$ cat config.mk
export PLATFORM = sky130hd
export DESIGN_NAME = lspc_core
export DESIGN_NICKNAME = d
export VERILOG_FILES = /design/src/core/lspc_pkg.sv /design/src/core/lspc_core.sv
export SDC_FILE = /design/constraint.sdc
export NUM_CORES = 1
export LEC_CHECK = 0
export ABC_AREA = 0
export BUFFER_PORTS_ARGS = -buffer_cell sky130_fd_sc_hd__buf_2
export CAP_MARGIN = 20
export CORE_MARGIN = 2
export CORE_UTILIZATION = 60
export CTS_CLUSTER_DIAMETER = 40
export DETAILED_ROUTE_END_ITERATION = 8
export PLACE_DENSITY_LB_ADDON = 0.2
export SLEW_MARGIN = 40
export SYNTH_ARGS = -nofsm -noshare
export SYNTH_HDL_FRONTEND = slang
export SYNTH_SLANG_ARGS = --single-unit
$ cat constraint.sdc
create_clock -name CLK_IN -period 4.9 [get_ports CLK_IN]
set_clock_uncertainty 0.15 [all_clocks]
set_input_delay 0.49 -clock CLK_IN [delete_from_list [all_inputs] [get_ports CLK_IN]]
set_output_delay 0.49 -clock CLK_IN [all_outputs]
set_load 0.05 [all_outputs]
$ cat src/core/lspc_pkg.sv
// Function
// - Wake-up is reset, wake or any input
// - Fail from supply loss or watchdog expiry
// - Fault ORs channel flags, undervoltage, qualified overvoltage
// - Mode chosen from wake-up, fail, fault
// - Sleep: outputs off, settings read zero
// - Fault: faulted outputs off, retry stays active
// - Normal-mode flag high only in Normal
// - Normal drive: direct path or PWM path
// - Fault release term per channel
// - PWM drives output when enabled and on
// - PWM clock from pin zero or internal
// - Select bit high picks internal clock
// - Duty code n gives (n+1)/128, all-ones full
// - Delay code shifts PWM by 16 ticks per step
// - Pin-zero clock monitored, failure stops PWM
// - Calibration pulse length over 128 sets period
// - Out-of-window calibration pulse is ignored
// - Watchdog armed on rising wake inputs
// - Fail-safe: outputs follow inputs, settings default
// - Exit word with good supply leaves fail-safe
// - Grounded fail-safe pin releases watchdog fail-safe
// - Normal to fail-safe clears latched faults
// - SPI sample on fall, shift on rise
package lspc_pkg;
   localparam int          NCH          = 4;
   localparam int          DUTY_W       = 7;
   localparam int          DLY_W        = 3;
   localparam int          SPI_W        = 16;
   localparam int          CW           = 24;
   localparam int          KA_BIT       = 15;
   localparam int          EXIT_BIT     = 14;
   localparam logic [14:0] CAL_CMD      = 15'h2A5A;
   localparam logic [6:0]  PWM_FULL     = 7'h7F;
   localparam int          DLY_SH       = 4;
   localparam int          CAL_DIV_SH   = 7;
   localparam logic [31:0] KEEPALIVE_TIMEOUT_CYC_DEF = 32'h001E_8480;
   localparam logic [23:0] CAL_MIN_DEF  = 24'h00_0400;
   localparam logic [23:0] CAL_MAX_DEF  = 24'h80_0000;
   localparam logic [23:0] MON_LO_DEF   = 24'h00_0800;
   localparam logic [23:0] MON_HI_DEF   = 24'h00_8000;
   localparam logic [23:0] INT_PER_DEF  = 24'h00_1000;

   typedef enum logic [1:0] {
      ST_SLEEP  = 2'h0,
      ST_NORMAL = 2'h1,
      ST_FAULT  = 2'h3,
      ST_FSAFE  = 2'h2
   } lspc_mode_t;

   typedef enum logic [1:0] {
      CAL_IDLE = 2'h0,
      CAL_ARM  = 2'h1,
      CAL_MEAS = 2'h3
   } lspc_cal_t;

   typedef struct packed {
      logic                           pwm_en;
      logic                           clock_sel;
      logic                           supply_high_protect_off;
      logic                           vdd_fail_en;
      logic [NCH-1:0]                 on;
      logic [NCH-1:0]                 dir_dis;
      logic [NCH-1:0][DUTY_W-1:0]     duty;
      logic [NCH-1:0][DLY_W-1:0]      dly;
   } lspc_cfg_t;

   typedef struct packed {
      logic [NCH-1:0] overcurrent_flags;
      logic [NCH-1:0] overtemp_flags;
      logic [NCH-1:0] severe_short_flags;
      logic           undervoltage_flag;
      logic           supply_high_flag;
   } lspc_flt_t;
endpackage

$ cat src/core/lspc_core.sv
module lspc_core import lspc_pkg::*; #(
   parameter logic [31:0] KEEPALIVE_TIMEOUT_CYC = KEEPALIVE_TIMEOUT_CYC_DEF,
   parameter logic [23:0] CAL_MIN  = CAL_MIN_DEF,
   parameter logic [23:0] CAL_MAX  = CAL_MAX_DEF,
   parameter logic [23:0] MON_LO   = MON_LO_DEF,
   parameter logic [23:0] MON_HI   = MON_HI_DEF,
   parameter logic [23:0] INT_PER  = INT_PER_DEF
) (
   input  wire logic       CLK_IN,
   input  wire logic       RST_IN,
   input  wire logic       WAKE_IN,
   input  wire logic       RESET_PIN_IN,
   input  wire logic [3:0] INPUT_PINS_IN,
   input  wire logic       FAILSAFE_INPUT_PIN_IN,
   input  wire logic       VDD_FAIL_IN,
   input  wire lspc_cfg_t  CFG_IN,
   input  wire lspc_flt_t  FLAGS_IN,
   input  wire logic       SCLK_IN,
   input  wire logic       CS_N_IN,
   input  wire logic       SI_IN,
   output logic [3:0]      HIGH_SIDE_OUTPUTS_OUT,
   output logic [3:0]      FAULT_RELEASE_OUT,
   output logic            NORMAL_MODE_FLAG_OUT,
   output logic            CLOCK_FAIL_OUT,
   output logic            KEEPALIVE_TIMEOUT_OUT,
   output logic            CLEAR_LATCHED_OUT,
   output lspc_mode_t      MODE_OUT,
   output logic            SO_OUT,
   output logic            SO_OE_OUT
);

   logic             input_zero_pin;
   lspc_cfg_t        cfg_e;
   lspc_mode_t       mode_q, mode_d;
   logic             fail_q, fail_d;
   logic             wake, fault, word_ev, cs_rise, cs_fall, sclk_fall;
   logic [3:0]       flt_ch, wave, nd;
   assign input_zero_pin = INPUT_PINS_IN[0];

   ////////////////////////////////////////////////////////////////////////
   // SPI shifter, oversampled by the system clock
   logic              sclk_q, cs_q, oe_q, oe_d, ka_q, ka_d;
   logic [SPI_W-1:0]  sh_q, sh_d, so_q, so_d;
   lspc_cal_t         cal_st_q, cal_st_d;

   assign sclk_fall = sclk_q & ~SCLK_IN;
   assign cs_rise   = ~cs_q & CS_N_IN;
   assign cs_fall   = cs_q & ~CS_N_IN;
   // The closing edge of a calibration pulse carries no word
   assign word_ev   = cs_rise & (cal_st_q != CAL_MEAS);

   always_comb begin
      sh_d = sh_q;
      so_d = so_q;
      ka_d = ka_q;
      oe_d = ~CS_N_IN;
      if (!CS_N_IN && sclk_fall) begin
         sh_d = {sh_q[SPI_W-2:0], SI_IN};
      end
      if (cs_fall) begin
         so_d = {NORMAL_MODE_FLAG_OUT, CLOCK_FAIL_OUT,
                 KEEPALIVE_TIMEOUT_OUT, fail_q, mode_q,
                 HIGH_SIDE_OUTPUTS_OUT, FAULT_RELEASE_OUT, 2'h0};
      end else if (!CS_N_IN && !sclk_q && SCLK_IN) begin
         so_d = {so_q[SPI_W-2:0], 1'b0};
      end
      if (word_ev) begin
         ka_d = sh_q[KA_BIT];
      end
   end

   always_ff @(posedge CLK_IN) begin
      if (RST_IN) begin
         sclk_q <= 1'b0;
         cs_q   <= 1'b1;
         sh_q   <= '0;
         so_q   <= '0;
         ka_q   <= 1'b0;
         oe_q   <= 1'b0;
      end else begin
         sclk_q <= SCLK_IN;
         cs_q   <= CS_N_IN;
         sh_q   <= sh_d;
         so_q   <= so_d;
         ka_q   <= ka_d;
         oe_q   <= oe_d;
      end
   end
   assign SO_OUT    = so_q[SPI_W-1];
   assign SO_OE_OUT = oe_q;

   ////////////////////////////////////////////////////////////////////////
   // Internal clock, calibration, pin-zero monitor and PWM counter
   logic [CW-1:0] div_q, div_d, per_q, per_d, cal_q, cal_d, mon_q, mon_d;
   logic          in0_q, cfail_q, cfail_d, int_tick, ext_rise, tick;
   logic [6:0]    pcnt_q, pcnt_d;

   assign int_tick = (div_q >= per_q - 24'h1);
   assign ext_rise = input_zero_pin & ~in0_q;
   // Internal source when selected, else pin zero only while healthy
   assign tick = cfg_e.clock_sel ? int_tick
                                 : (ext_rise & ~cfail_q);

   always_comb begin
      div_d    = int_tick ? '0 : div_q + 24'h1;
      per_d    = per_q;
      cal_d    = cal_q;
      cal_st_d = cal_st_q;
      pcnt_d   = tick ? pcnt_q + 7'h1 : pcnt_q;
      mon_d    = ext_rise ? '0 : ((&mon_q) ? mon_q : mon_q + 24'h1);
      cfail_d  = ext_rise ? (mon_q < MON_LO || mon_q > MON_HI)
                          : (cfail_q | (mon_q > MON_HI));
      unique case (cal_st_q)
         CAL_IDLE: begin
            if (word_ev && sh_q[14:0] == CAL_CMD) begin
               cal_st_d = CAL_ARM;
            end
         end
         CAL_ARM: begin
            if (cs_fall) begin
               cal_d    = '0;
               cal_st_d = CAL_MEAS;
            end
         end
         CAL_MEAS: begin
            cal_d = (&cal_q) ? cal_q : cal_q + 24'h1;
            if (cs_rise) begin
               cal_st_d = CAL_IDLE;
               // Outside the window the old period simply stays
               if (cal_q >= CAL_MIN && cal_q <= CAL_MAX) begin
                  per_d = cal_q >> CAL_DIV_SH;
               end
            end
         end
         default: cal_st_d = CAL_IDLE;
      endcase
      if (!wake) begin
         cal_st_d = CAL_IDLE;
      end
   end

   always_ff @(posedge CLK_IN) begin
      if (RST_IN) begin
         div_q    <= '0;
         per_q    <= INT_PER;
         cal_q    <= '0;
         cal_st_q <= CAL_IDLE;
         mon_q    <= '0;
         cfail_q  <= 1'b0;
         in0_q    <= 1'b0;
         pcnt_q   <= '0;
      end else begin
         div_q    <= div_d;
         per_q    <= per_d;
         cal_q    <= cal_d;
         cal_st_q <= cal_st_d;
         mon_q    <= mon_d;
         cfail_q  <= cfail_d;
         in0_q    <= input_zero_pin;
         pcnt_q   <= pcnt_d;
      end
   end
   assign CLOCK_FAIL_OUT = cfail_q;

   ////////////////////////////////////////////////////////////////////////
   // Per-channel waveform and Normal-mode drive
   always_comb begin
      logic [6:0] ph;
      ph = '0;
      for (int i = 0; i < NCH; i++) begin
         ph = pcnt_q - {cfg_e.dly[i], 4'h0};
         wave[i] = (cfg_e.duty[i] == PWM_FULL)
                 | (ph <= cfg_e.duty[i]);
         if (cfg_e.pwm_en) begin
            // A failed pin-zero clock leaves the on bit in charge
            nd[i] = cfg_e.on[i] & ((cfail_q & ~cfg_e.clock_sel)
                                   | wave[i]);
         end else begin
            nd[i] = (INPUT_PINS_IN[i] & ~cfg_e.dir_dis[i])
                  | cfg_e.on[i];
         end
      end
   end

   ////////////////////////////////////////////////////////////////////////
   // Watchdog, fail latch and operating mode
   logic [5:0]  pv_q, cur;
   logic        wd_arm_q, wd_arm_d, keepalive_timeout_q, keepalive_timeout_d, kick, fexit, fsi_open;
   logic [31:0] wd_q, wd_d;
   logic [3:0]  hs_q, hs_d, rel_q, rel_d;
   logic        nm_q, nm_d, clr_q, clr_d;

   assign cur      = {WAKE_IN, RESET_PIN_IN, INPUT_PINS_IN};
   assign wake     = |cur;
   assign fsi_open = FAILSAFE_INPUT_PIN_IN;
   assign kick     = word_ev & (sh_q[KA_BIT] != ka_q);
   assign fexit    = word_ev & sh_q[EXIT_BIT] & fail_q & ~VDD_FAIL_IN;
   assign cfg_e    = (wake && !fail_q && mode_q != ST_SLEEP)
                   ? CFG_IN : '0;

   always_comb begin
      for (int i = 0; i < NCH; i++) begin
         flt_ch[i] = FLAGS_IN.overcurrent_flags[i]
                   | FLAGS_IN.overtemp_flags[i]
                   | FLAGS_IN.severe_short_flags[i]
                   | FLAGS_IN.undervoltage_flag
                   | (FLAGS_IN.supply_high_flag
                      & ~cfg_e.supply_high_protect_off);
      end
   end
   assign fault = |flt_ch;

   always_comb begin
      wd_arm_d = fsi_open & (wd_arm_q | (|(cur & ~pv_q)));
      wd_d     = (!wd_arm_q || !fsi_open || kick || keepalive_timeout_q)
               ? '0 : wd_q + 32'h1;
      // New expiry beats an exit-word clear landing in the same cycle
      keepalive_timeout_d   = (wd_arm_q && fsi_open && wd_q == KEEPALIVE_TIMEOUT_CYC - 32'h1)
               | (keepalive_timeout_q & ~fexit & fsi_open);
      // Grounded fail-safe pin releases a watchdog-caused fail
      fail_d   = wake & ((VDD_FAIL_IN & CFG_IN.vdd_fail_en)
                 | (keepalive_timeout_q & ~fexit & fsi_open)
                 | (fail_q & ~fexit & fsi_open));
      if (!wake) begin
         mode_d = ST_SLEEP;
      end else if (fault) begin
         mode_d = ST_FAULT;
      end else if (fail_d) begin
         mode_d = ST_FSAFE;
      end else begin
         mode_d = ST_NORMAL;
      end
      if (mode_d == ST_SLEEP) begin
         hs_d = '0;
      end else if (fail_d) begin
         hs_d = INPUT_PINS_IN & ~flt_ch;
      end else begin
         hs_d = nd & ~flt_ch;
      end
      rel_d = wake ? ((INPUT_PINS_IN & ~cfg_e.dir_dis
                       & {NCH{~cfg_e.pwm_en}}) | cfg_e.on)
                   : '0;
      nm_d  = (mode_d == ST_NORMAL);
      clr_d = (mode_q == ST_NORMAL && mode_d == ST_FSAFE)
            | (mode_q == ST_FSAFE && mode_d == ST_NORMAL);
   end

   always_ff @(posedge CLK_IN) begin
      if (RST_IN) begin
         pv_q     <= '0;
         wd_arm_q <= 1'b0;
         wd_q     <= '0;
         keepalive_timeout_q   <= 1'b0;
         fail_q   <= 1'b0;
         mode_q   <= ST_SLEEP;
         hs_q     <= '0;
         rel_q    <= '0;
         nm_q     <= 1'b0;
         clr_q    <= 1'b0;
      end else begin
         pv_q     <= cur;
         wd_arm_q <= wd_arm_d;
         wd_q     <= wd_d;
         keepalive_timeout_q   <= keepalive_timeout_d;
         fail_q   <= fail_d;
         mode_q   <= mode_d;
         hs_q     <= hs_d;
         rel_q    <= rel_d;
         nm_q     <= nm_d;
         clr_q    <= clr_d;
      end
   end
   assign HIGH_SIDE_OUTPUTS_OUT = hs_q;
   assign FAULT_RELEASE_OUT     = rel_q;
   assign NORMAL_MODE_FLAG_OUT  = nm_q;
   assign KEEPALIVE_TIMEOUT_OUT = keepalive_timeout_q;
   assign CLEAR_LATCHED_OUT     = clr_q;
   assign MODE_OUT              = mode_q;
endmodule

Yosys cells after proc, flatten, opt, wreduce, memory -nomap -nowiden

Cells that the tools add are included.

Bits in registers: 187
Input port bits: 79
Output and inout port bits: 16
Logic and storage cells: 204

Add/sub/neg operators: 10
$lt $le $gt $ge: 9
Eq/ne operators: 18
Multiplexer cells: 20
Bitwise gates (word level): 85
Reductions and logical operators: 38

Operators with widths:

| cell                  | count |
|---|---|
| $add 24x1->24 const B | 3 |
| $mux 52               | 1 |
| $mux 24               | 2 |
| $pmux 24 s2           | 1 |
| $reduce_and 24->1     | 2 |
| $or 1x1->1            | 34 |
| $add 32x1->32 const B | 1 |
| $eq 32x21->1 const B  | 1 |
| $mux 16               | 2 |
| $eq 7x7->1 const B    | 4 |
| $le 7x7->1            | 4 |
| $sub 7x7->7           | 4 |
| $and 1x1->1           | 27 |
| $ge 24x11->1 const B  | 1 |
| $ge 24x24->1          | 1 |
| $gt 24x16->1 const B  | 1 |
| $le 24x24->1 const B  | 1 |
| $lt 24x12->1 const B  | 1 |
| $sub 17x1->18 const B | 1 |
| $and 4x4->4           | 4 |
| $eq 15x14->1 const B  | 1 |
| $not 1->1             | 15 |
| $mux 2                | 6 |
| $reduce_or 6->1       | 2 |
| 20 further kinds      | 60 |

Logic depth before layout (Yosys ltp)

Gate-level depths: netlist of the first run.

Depth after elaboration: 18
Mapped depth: 17
Depth with buffers taken out: 15

Worst setup path before layout of the first run

Ideal clock, no wire load.

Path kind: register to register
Start: register mode_q[1] (netlist: MODE_OUT[1])
End: register hs_q[2] (netlist: HIGH_SIDE_OUTPUTS_OUT[2])
Library setup time: 0.116 ns
Data arrival time: 3.915 ns
Required time: 4.634 ns
Setup slack: 0.719 ns
Cell stages (with the launch flop): 18
Path buffers: 3
Clock period less this slack: 4.181 ns
Cell sequence: dfxtp_1 > o21ba_2 > o31a_4 > clkbuf_1 > clkbuf_1 > clkbuf_1 > and2_1 > ha_1 > inv_1 > fa_1 > xnor2_1 > xnor2_1 > ha_1 > nand3_1 > o21bai_1 > a2111oi_0 > o31ai_1 > and3_1

Longest elaborated chain between the ends: 11
Elaborated cells between the ends (all ways): 30
Classes of those cells: add/sub: 1; order compare: 1; eq/ne: 1; mux: 5; bitwise: 17; reduce/logical: 5

RTL lines:

| item                                           | RTL line                           | source |
|---|---|---|
| from (decl)                                    | lspc_core.sv:34                    | `lspc_mode_t mode_q, mode_d;` |
| from (signal assigned)                         | lspc_core.sv:266                   | `mode_q <= mode_d;` |
| $reduce_bool 2->1 *                            | lspc_core.sv:198                   | `assign cfg_e = (wake && !fail_q && mode_q != ST_SLEEP)` |
| $logic_and 1x1->1 *                            | lspc_core.sv:198                   |  |
| $mux 52 *                                      | lspc_core.sv:199                   | `? CFG_IN : '0;` |
| $sub 7x7->7 or $not 1->1 (tied branches)       | lspc_core.sv:171, lspc_core.sv:208 |  |
| $le 7x7->1 or $and 1x1->1 (tied branches)      | lspc_core.sv:173, lspc_core.sv:208 |  |
| $or 1x1->1 (on tied branches)                  | lspc_core.sv:173, lspc_core.sv:207 |  |
| $or 1x1->1 or $reduce_or 4->1 (tied branches)  | lspc_core.sv:177, lspc_core.sv:211 |  |
| $and 1x1->1 or $mux 2 (tied branches)          | lspc_core.sv:176, lspc_core.sv:226 |  |
| $mux 1 or $mux 2 (tied branches)               | lspc_core.sv:174, lspc_core.sv:224 |  |
| $and 4x4->4 or $logic_not 2->1 (tied branches) | lspc_core.sv:238, lspc_core.sv:233 |  |
| $mux 4 or $reduce_or 2->1 (tied branches)      | n/a                                |  |
| to (signal assigned)                           | lspc_core.sv:267                   | `hs_q <= hs_d;` |
| to (decl)                                      | lspc_core.sv:190                   | `logic [3:0] hs_q, hs_d, rel_q, rel_d;` |

Every way passes the cells marked *; elsewhere a longest branch is shown, timed or not.
A chain may end at the register's enable or synchronous reset.

Worst setup path after layout of the first run

Start: register per_q[2]
End: register pcnt_q[6]

Longest elaborated chain between the ends: 3

RTL lines:

| item                   | RTL line         | source |
|---|---|---|
| from (decl)            | lspc_core.sv:94  | `logic [CW-1:0] div_q, div_d, per_q, per_d, cal_q, cal_d, mon_q, mon_d;` |
| from (signal assigned) | lspc_core.sv:154 | `per_q <= per_d;` |
| $sub 17x1->18          | lspc_core.sv:98  | `assign int_tick = (div_q >= per_q - 24'h1);` |
| $ge 24x24->1           | lspc_core.sv:98  |  |
| $mux 1                 | lspc_core.sv:101 | `assign tick = cfg_e.clock_sel ? int_tick` |
| to (signal assigned)   | lspc_core.sv:160 | `pcnt_q <= pcnt_d;` |
| to (decl)              | lspc_core.sv:96  | `logic [6:0] pcnt_q, pcnt_d;` |

Every way passes these cells.

==> tab_implementation.tex, run 1 <==
\begin{tabular}{lr}
\hline
Metric & Value \\
\hline
\multicolumn{2}{l}{\textbf{Power and ir drop}} \\
Total net switching power & 811 uW \\
Switching power as a share of total power & 25.0\% \\
IR Drop Worst-Case VDD & between 200 and 300 uV \\
Fraction of power consumed by sequential logic & 47.7\% \\
Logic pwr share & 9.1\% \\
Internal power & 2.43 mW \\
Cell leakage power & 4.32 nW \\
Fraction of power consumed by the clock network & a little over two fifths \\
Pwr dens & 296 mW/mm\^{}2 \\
\multicolumn{2}{l}{\textbf{Synthesis}} \\
Cell variety after synth & 60 \\
Area share of xor/xnor cells in the synthesized design & 10.5\% \\
Net count of the mapped netlist & 1302 \\
Simple logic cell fraction of the synthesized area & 26.9\% \\
Adder-cell share of the synthesized area & 8.95\% \\
Dominant synthesized flop cell & sky130\_fd\_sc\_hd\_\_dfxtp\_1 \\
Flip-flop and latch count after synthesis & 186 \\
Compound-cell area share of the yosys netlist & 9.61\% \\
Mean instance size in the synthesized netlist & 8.39 um\^{}2 \\
Portion of the post-synthesis area used by sequential elements & about two fifths \\
Library cell occupying the most area in the post-synthesis netlist & sky130\_fd\_sc\_hd\_\_dfxtp\_1 \\
Area share of the leading cell type in the synthesized netlist & 38.4\% \\
Multiplexer area fraction after synthesis & 2.58\% \\
Post-Syn Instances & 1156 \\
Leading post-synthesis cells by cell area & sky130\_fd\_sc\_hd\_\_dfxtp\_1 (38\%), sky130\_fd\_sc\_hd\_\_ha\_1 (8.1\%), sky130\_fd\_sc\_hd\_\_nor2\_1 (7.0\%), sky130\_fd\_sc\_hd\_\_xor2\_1 (6.0\%), sky130\_fd\_sc\_hd\_\_nand2\_1 (5.2\%) \\
Number of synthesis warnings & 0 \\
EDFF count, synth & 0 \\
Post-Syn Area & 0.00970 mm\^{}2 \\
Dominant combinational cell family by area after synthesis & simple AND/OR/NAND/NOR gates \\
Proportion of synthesized flip-flops having asynchronous set or reset & 0\% \\
\multicolumn{2}{l}{\textbf{Setup path}} \\
Crit Reg-Reg Endpoint & pcnt\_q[6] \\
Worst R2R Setup Slack & between 500 and 600 ps \\
Arrival time of data at the critical path endpoint & 4590 ps \\
Critical register-to-register path startpoint & per\_q[2] \\
Critical Path Max Stage Delay & 570 ps \\
CP Cell Sequence & or4\_1 -> nor2\_1 -> nand2\_1 -> nor4\_2 -> nand3\_1 -> ha\_1 -> nand4\_1 -> or4\_1 -> o211ai\_1 -> a31oi\_2 -> or3\_1 -> a21oi\_1 \\
Maximum fanout encountered on the critical timing path & 12 \\
Worst path depth & 12 \\
Reg2reg path depth & 12 \\
Worst Setup EP & pcnt\_q[6] \\
Worst setup path class & reg2reg \\
Cell repeated most along the worst path & sky130\_fd\_sc\_hd\_\_or4\_1 \\
Worst EP required & 5110 ps \\
Critical-path cell with the highest stage delay & sky130\_fd\_sc\_hd\_\_or4\_1 \\
Category of the worst setup path capture point & flip-flop \\
Origin of the worst setup path & per\_q[2] \\
WP buf/inv & 0 \\
Delay-heaviest family, CP & simple AND/OR/NAND/NOR gates \\
Critical Path Start Type & flip-flop \\
\multicolumn{2}{l}{\textbf{Clocking}} \\
Clock latency of the later-clocked register in the worst-skew pair & 430 ps \\
Number of buffers created by CTS & 17 \\
Clock Tree Root & sky130\_fd\_sc\_hd\_\_clkbuf\_16 \\
CTS tree & built \\
Setup fix buffers added after clock tree synthesis & 0 \\
\# H-tree levels & 4 \\
TritonCTS Sinks & 186 \\
Maximum clock insertion buffer count & 2 \\
Worst-path clk slew & approximately 70 ps \\
\multicolumn{2}{l}{\textbf{Cells and area}} \\
Area used by multi-input combinational logic & roughly 0.0057 mm\^{}2 \\
Register area & 0.00372 mm\^{}2 \\
\# fillers & 1304 \\
Post-synthesis to final-layout area growth & 12.9\% \\
Antenna diode count & 0 \\
Share of post-route cells with drive strength above 1 & 12.2\% \\
Final instance area & around 0.011 mm\^{}2 \\
Commonest cells after routing, fill and taps aside & sky130\_fd\_sc\_hd\_\_dfxtp\_1 (186), sky130\_fd\_sc\_hd\_\_nor2\_1 (180), sky130\_fd\_sc\_hd\_\_nand2\_1 (134), sky130\_fd\_sc\_hd\_\_buf\_2 (94), sky130\_fd\_sc\_hd\_\_xor2\_1 (66) \\
Final-stage net count & roughly 1400 \\
Post-layout instance count excluding filler cells & 1465 \\
Most common library cell in the layout ignoring fill and taps & sky130\_fd\_sc\_hd\_\_dfxtp\_1 \\
\multicolumn{2}{l}{\textbf{Die}} \\
\# IOs & 95 \\
Die area & 0.0172 mm\^{}2 \\
Initial Utilization & 61.3\% \\
Total core area & 0.0158 mm\^{}2 \\
DIE HEIGHT & 131 um \\
Die Wd & 131 um \\
Number of rows created at floorplan & 46 \\
\multicolumn{2}{l}{\textbf{Global route}} \\
Number of global-route vias before repair & 7675 \\
Overall global routing resource usage & between 20 and 25\% \\
Wire length of the first global-routing pass & roughly 35000 um \\
Initial antenna violation count & 0 \\
Maximum number of pins on one net before global-route repair & 62 \\
Global-route congestion overflow total & 0 \\
\multicolumn{2}{l}{\textbf{Timing}} \\
Fmax & between 200 and 250 MHz \\
Count of final hold-check violations & 0 \\
Actual transition at the worst max-transition pin & approximately 720 ps \\
Period utilisation layout & 89.5\% \\
Max Transition Viols Final & 0 \\
Max-Slew Margin vs Limit & 50.7\% \\
Setup TNS after final layout & 0 ps \\
RSZ-0062 raised after global routing & no \\
Total setup violations reported at the end of the flow & 0 \\
Worst hold slack & roughly 160 ps \\
Min Clock Period, post-route & 4390 ps \\
\multicolumn{2}{l}{\textbf{Placement}} \\
Placed wire-length estimate after detailed placement & 15200 um \\
Routability cong. & 0.867 \\
Placed Cells & 1433 \\
Port-buffer cells & 94 \\
Placed inst area & a little over 0.01 mm\^{}2 \\
\multicolumn{2}{l}{\textbf{Outcome}} \\
Status & finished, final reports clean \\
\multicolumn{2}{l}{\textbf{Worst hold path}} \\
Class of the tightest hold or removal check & in2reg \\
\multicolumn{2}{l}{\textbf{Routing}} \\
Remaining number of nets flagged by the antenna check after routing & 0 \\
Detailed-router iteration count before antenna repair & 5 \\
Routed wire length per instance & 14.4 um \\
Starting DRC count in detailed routing & 461 \\
Final routed wirelength across all metal layers & about 21000 um \\
Residual DRC count & 0 \\
DR vias & 8193 \\
Vias/cell & 5.59 \\
\multicolumn{2}{l}{\textbf{Flow run}} \\
Max cap viols & 0 \\
\hline
\end{tabular}
==> worst register-to-register path: stages (launching register included) <==
cell                       delay [ps]
sky130_fd_sc_hd__dfxtp_1          360
sky130_fd_sc_hd__or4_1            570
sky130_fd_sc_hd__nor2_1           160
sky130_fd_sc_hd__nand2_1          140
sky130_fd_sc_hd__nor4_2           330
sky130_fd_sc_hd__nand3_1          350
sky130_fd_sc_hd__ha_1             430
sky130_fd_sc_hd__nand4_1          150
sky130_fd_sc_hd__or4_1            540
sky130_fd_sc_hd__o211ai_1         320
sky130_fd_sc_hd__a31oi_2          290
sky130_fd_sc_hd__or3_1            420
sky130_fd_sc_hd__a21oi_1          140
==> worst min path at each step <==
stage	start	to	slack (ps)	depth (start not counted)
after global routing	SCLK_IN	sclk_q	160	2
after global placement	wd_q[0]	wd_q[0]	280	1
after CTS	SI_IN	sh_q[0]	140	3
after detailed placement	wd_q[0]	wd_q[0]	290	1
final	SCLK_IN	sclk_q	160	2
after floorplan	wd_q[0]	wd_q[0]	270	1
==> cells in the mapped netlist (5+ instances only) <==
cell and n:
sky130_fd_sc_hd__ha_1 63, sky130_fd_sc_hd__and3_1 23, sky130_fd_sc_hd__and4_1 11, sky130_fd_sc_hd__o21ai_0 23
sky130_fd_sc_hd__nor4_1 22, sky130_fd_sc_hd__a21oi_1 58, sky130_fd_sc_hd__nor3_1 22, sky130_fd_sc_hd__a22oi_1 13
sky130_fd_sc_hd__and2_1 15, sky130_fd_sc_hd__nand2b_1 6, sky130_fd_sc_hd__a21o_1 6, sky130_fd_sc_hd__nor2_1 180
sky130_fd_sc_hd__clkbuf_1 31, sky130_fd_sc_hd__a211oi_1 7, sky130_fd_sc_hd__mux2i_1 25, sky130_fd_sc_hd__or3_1 11
sky130_fd_sc_hd__xnor2_1 50, sky130_fd_sc_hd__nand2_1 135, sky130_fd_sc_hd__nand4_1 39, sky130_fd_sc_hd__xor2_1 66
sky130_fd_sc_hd__nor2b_1 15, sky130_fd_sc_hd__dfxtp_1 186, sky130_fd_sc_hd__or2_2 5, sky130_fd_sc_hd__nand3_1 41
sky130_fd_sc_hd__inv_1 37
==> metrics by stage <==
stage | util, % | power, mW | worst slack (ps)
2_1_floorplan | - | 1.78 | 719
3_3_place_gp | 65.2 | 1.87 | 425
3_5_place_dp | 65.3 | 1.87 | 229
4_1_cts | 69.1 | 3.26 | 230
5_1_grt | 69.2 | 3.36 | 167
6_report | 69.2 | 3.24 | 515
==> logic make-up (layout without fill, tap and decap cells) <==
logic type | Yosys count | in the layout
flops | 186 | 186
buf+inv | 75 | 168
mux | 25 | 25
compound gates | 143 | 143
xor+xnor | 116 | 116
simple gates | 544 | 544
fa+ha+maj | 67 | 67
==> cell type report <==
cell class | count | share of cell area [%]
flip-flops and latches | 186 | 34.0
inverters | 37 | 1.27
clock inverters | 14 | 1.45
clock buffers | 18 | 4.01
repair buffers | 99 | 4.64
well taps | 216 | 2.47
multi-input cells | 895 | 52.2
==> registers in the layout, indices dropped and copies added (netlist names), 2 cells and up <==
signal and flops:
wd_q 32, cal_q 24, div_q 24, mon_q 24
per_q 17, sh_q 16, so_q 14, pcnt_q 7
pv_q 6, FAULT_RELEASE_OUT 4, HIGH_SIDE_OUTPUTS_OUT 4, MODE_OUT 2
cal_st_q 2
==> per-layer routing <==
layer	vias up	wire, um	share of wire (%)	track usage, %
met1	3860	9990	48	32.4
met4	0	271	1.3	6.70
met5	-	0	0	0
li1	4171	-	-	-
met3	26	801	3.8	5.59
met2	136	9960	47	40.6
==> power groups by stage <==
stage                     combinational [mW]  clock, mW  sequential [mW]
after floorplan                        0.189          0             1.59
after global placement                 0.287          0             1.58
after detailed placement               0.294          0             1.58
after CTS                              0.296       1.42             1.55
after global routing                   0.333       1.48             1.55
final                                  0.296       1.40             1.55
==> repair_timing <==
action / CTS / global route
endpoints found under the hold margin: 0 / 0
endpoints found under the setup margin: 0 / 5
hold buffers: 0 / 0
gates resized for setup: 0 / 1
Power figures use the tool's default switching activity.
==> run 2, diff against run 1 <==
CELL_PAD_IN_SITES_DETAIL_PLACEMENT = 0   (was default)
CELL_PAD_IN_SITES_GLOBAL_PLACEMENT = 2   (was default)
CORE_UTILIZATION = 36   (was 60)
CTS_CLUSTER_DIAMETER = default   (was 40)
==> run 2 against run 1 <==
  * Final cell count increased by 8.5%
  * Count of clock-buffer cells in the layout decreased by 1
  * Cell area increased by 1.7%
  * Combinational power increased by 1%
  * Worst hold slack got worse by 10 ps
  * Worst setup slack got worse by 68 ps
==> tab_implementation.tex, run 2 (synthesis results as in run 1) <==
\begin{tabular}{lr}
\hline
Metric & Value \\
\hline
\multicolumn{2}{l}{\textbf{Outcome}} \\
Status & finished, final reports clean \\
\multicolumn{2}{l}{\textbf{Die}} \\
Initial Utilization & 36.3\% (-25 points) \\
\# IOs & 95 (unchanged) \\
Die Wd & 168 um (+28\%) \\
Number of rows created at floorplan & 60 (+30\%) \\
DIE HEIGHT & 168 um (+28\%) \\
Die area & 0.0283 mm\^{}2 (+64\%) \\
Total core area & 0.0267 mm\^{}2 (+69\%) \\
\multicolumn{2}{l}{\textbf{Cells and area}} \\
Commonest cells after routing, fill and taps aside & sky130\_fd\_sc\_hd\_\_dfxtp\_1 (186), sky130\_fd\_sc\_hd\_\_nor2\_1 (180), sky130\_fd\_sc\_hd\_\_nand2\_1 (134), sky130\_fd\_sc\_hd\_\_buf\_2 (94), sky130\_fd\_sc\_hd\_\_xor2\_1 (66) \\
Share of post-route cells with drive strength above 1 & 12.3\% (+0.090 points) \\
Post-synthesis to final-layout area growth & 14.9\% \\
Max FFs per register & 32 (unchanged) \\
Antenna diode count & 0 (unchanged) \\
Final-stage net count & 1381 (-0.072\%) \\
Most common library cell in the layout ignoring fill and taps & sky130\_fd\_sc\_hd\_\_dfxtp\_1 \\
Largest Register & wd\_q \\
Post-layout instance count excluding filler cells & 1589 (+8.5\%) \\
\multicolumn{2}{l}{\textbf{Timing}} \\
Setup TNS after final layout & 0 ps (unchanged) \\
Period utilisation layout & 90.9\% (+1.4 points) \\
Max Transition Viols Final & 0 (unchanged) \\
Min Clock Period, post-route & 4450 ps (+68.4 ps) \\
Max-Slew Margin vs Limit & 52.1\% (+1.4 points) \\
Total setup violations reported at the end of the flow & 0 (unchanged) \\
Fmax & 225 MHz (-1.5\%) \\
RSZ-0062 raised after global routing & no \\
Actual transition at the worst max-transition pin & 712 ps (-8.22 ps) \\
Worst hold slack & 147 ps (-10.4 ps) \\
Count of final hold-check violations & 0 (unchanged) \\
\multicolumn{2}{l}{\textbf{Setup path}} \\
Critical register-to-register path startpoint & per\_q[2] \\
Origin of the worst setup path & per\_q[2] \\
Critical-path cell with the highest stage delay & sky130\_fd\_sc\_hd\_\_or4\_1 \\
Worst setup path class & reg2reg \\
Maximum fanout encountered on the critical timing path & 12 (unchanged) \\
Critical Path Start Type & flip-flop \\
Cell repeated most along the worst path & sky130\_fd\_sc\_hd\_\_or4\_1 \\
Worst EP required & 5110 ps (about the same) \\
CP Cell Sequence & or4\_1 -> nor2\_1 -> nand2\_1 -> nor4\_2 -> nand3\_1 -> ha\_1 -> nand4\_1 -> or4\_1 -> o211ai\_1 -> a31oi\_2 -> or3\_1 -> a21oi\_1 \\
Category of the worst setup path capture point & flip-flop \\
Critical Path Max Stage Delay & 560 ps (about the same) \\
Arrival time of data at the critical path endpoint & 4660 ps (+70 ps) \\
\multicolumn{2}{l}{\textbf{Power and ir drop}} \\
IR Drop Worst-Case VDD & 207 uV (-22\%) \\
Cell leakage power & 4.33 nW (+0.36\%) \\
Pwr dens & 294 mW/mm\^{}2 (-0.67\%) \\
\multicolumn{2}{l}{\textbf{Routing}} \\
Routed wire length per instance & 14.4 um (+0.66\%) \\
Residual DRC count & 0 (unchanged) \\
Final routed wirelength across all metal layers & 23000 um (+9.2\%) \\
DR vias & 7947 (-3.0\%) \\
Detailed-router iteration count before antenna repair & 4 (-1) \\
Remaining number of nets flagged by the antenna check after routing & 0 (unchanged) \\
Starting DRC count in detailed routing & 417 (-9.5\%) \\
Vias/cell & 5.00 (-11\%) \\
\multicolumn{2}{l}{\textbf{Global route}} \\
Number of global-route vias before repair & 7864 (+2.5\%) \\
Maximum number of pins on one net before global-route repair & 49 (-21\%) \\
Routing usage on met1 & 22.7\% (-9.6 points) \\
Overall global routing resource usage & 17.0\% (-7.5 points) \\
Wire length of the first global-routing pass & 39400 um (+11\%) \\
Initial antenna violation count & 1 (+1) \\
Met3 track demand over resource & 3.10\% (-2.5 points) \\
Global routing met2 resource utilization & 28.7\% (-12 points) \\
Global-route congestion overflow total & 0 (unchanged) \\
Global route hottest layer & met2 \\
\multicolumn{2}{l}{\textbf{Flow run}} \\
Max cap viols & 0 (unchanged) \\
\multicolumn{2}{l}{\textbf{Clocking}} \\
Post-cts hold buffer count & 0 (unchanged) \\
Clock Tree Root & sky130\_fd\_sc\_hd\_\_clkbuf\_16 \\
\# H-tree levels & 4 (unchanged) \\
Clock latency of the later-clocked register in the worst-skew pair & 440 ps (about the same) \\
Maximum clock insertion buffer count & 2 (unchanged) \\
CTS tree & built \\
Number of buffers created by CTS & 17 (unchanged) \\
TritonCTS Sinks & 186 (unchanged) \\
Worst-path clk slew & 80 ps (about the same) \\
\multicolumn{2}{l}{\textbf{Worst hold path}} \\
Class of the tightest hold or removal check & in2reg \\
Worst Hold Launch & SI\_IN \\
\multicolumn{2}{l}{\textbf{Placement}} \\
Placed Cells & 1557 (+8.7\%) \\
Placed wire-length estimate after detailed placement & 17200 um (+13\%) \\
Routability cong. & 0.756 (-13\%) \\
Port-buffer cells & 94 (unchanged) \\
\hline
\end{tabular}
run 2: changes by cell type in the layout (fill, tap and decap cells not counted), sizes merged:
cell | previous run | this run
buf | 99 | 98
clkinv | 2 | 6
clkbuf | 18 | 17
bufinv | 2 | 1
clkinvlp | 3 | 0
inv | 44 | 45
run 2: worst paths after layout:
path / to / slack, ps / cells after the start
setup reg to reg: pcnt_q[4] / 450 / 12
hold reg to reg: so_q[5] / 310 / 2
hold / removal: sh_q[0] / 150 / 3
setup / recovery: pcnt_q[4] / 450 / 12
run 2: metal layers:
layer / wire (um) / part of all wire, % / vias to the layer above
met5: 11 / 0.048 / -
met4: 240 / 1.0 / 2
met3: 515 / 2.2 / 16
met2: 10800 / 47 / 69
met1: 11400 / 50 / 3680
li1: - / - / 4180
run 2: stage by stage:
stage	total power, mW	utilization [%]	setup WS (ps)	cell area (um^2)
2_1_floorplan	1.78	-	719	9700
3_3_place_gp	1.88	39.2	220	10500
3_5_place_dp	1.89	39.3	156	10500
4_1_cts	3.34	41.7	110	11100
5_1_grt	3.43	41.7	65.9	11100
6_report	3.28	41.7	446	11100
run 2: critical path, delay by kind of cell, from the launching register on:
| family | cells | cell delay [ps] |
|---|---|---|
| AND/OR/NAND/NOR | 8 | 2660 |
| AO/OA/AOI/OAI | 3 | 780 |
| flip-flops | 1 | 350 |
| adder cells (fa/ha/maj) | 1 | 440 |
run 2: timing repair:
item,4_1_cts,5_1_grt
setup endpoints to repair,0,22
buffers inserted,0,0
resized for setup,0,1
run 2: final cells by class:
cell class              instances  area (um^2)
fillers                      2764        15600
multi-input cells             895         5730
flip-flops and latches        186         3720
repair buffers                 98          500
well taps                     341          427
clock buffers                  17          425
clock inverters                15          198
inverters                      37          139
run 2: report_power, final:
group	switching, mW	total [mW]	leakage (nW)	internal [mW]
registers	0.0162	1.55	1.51	1.53
logic	0.179	0.300	2.52	0.121
clock network	0.687	1.43	0.303	0.742
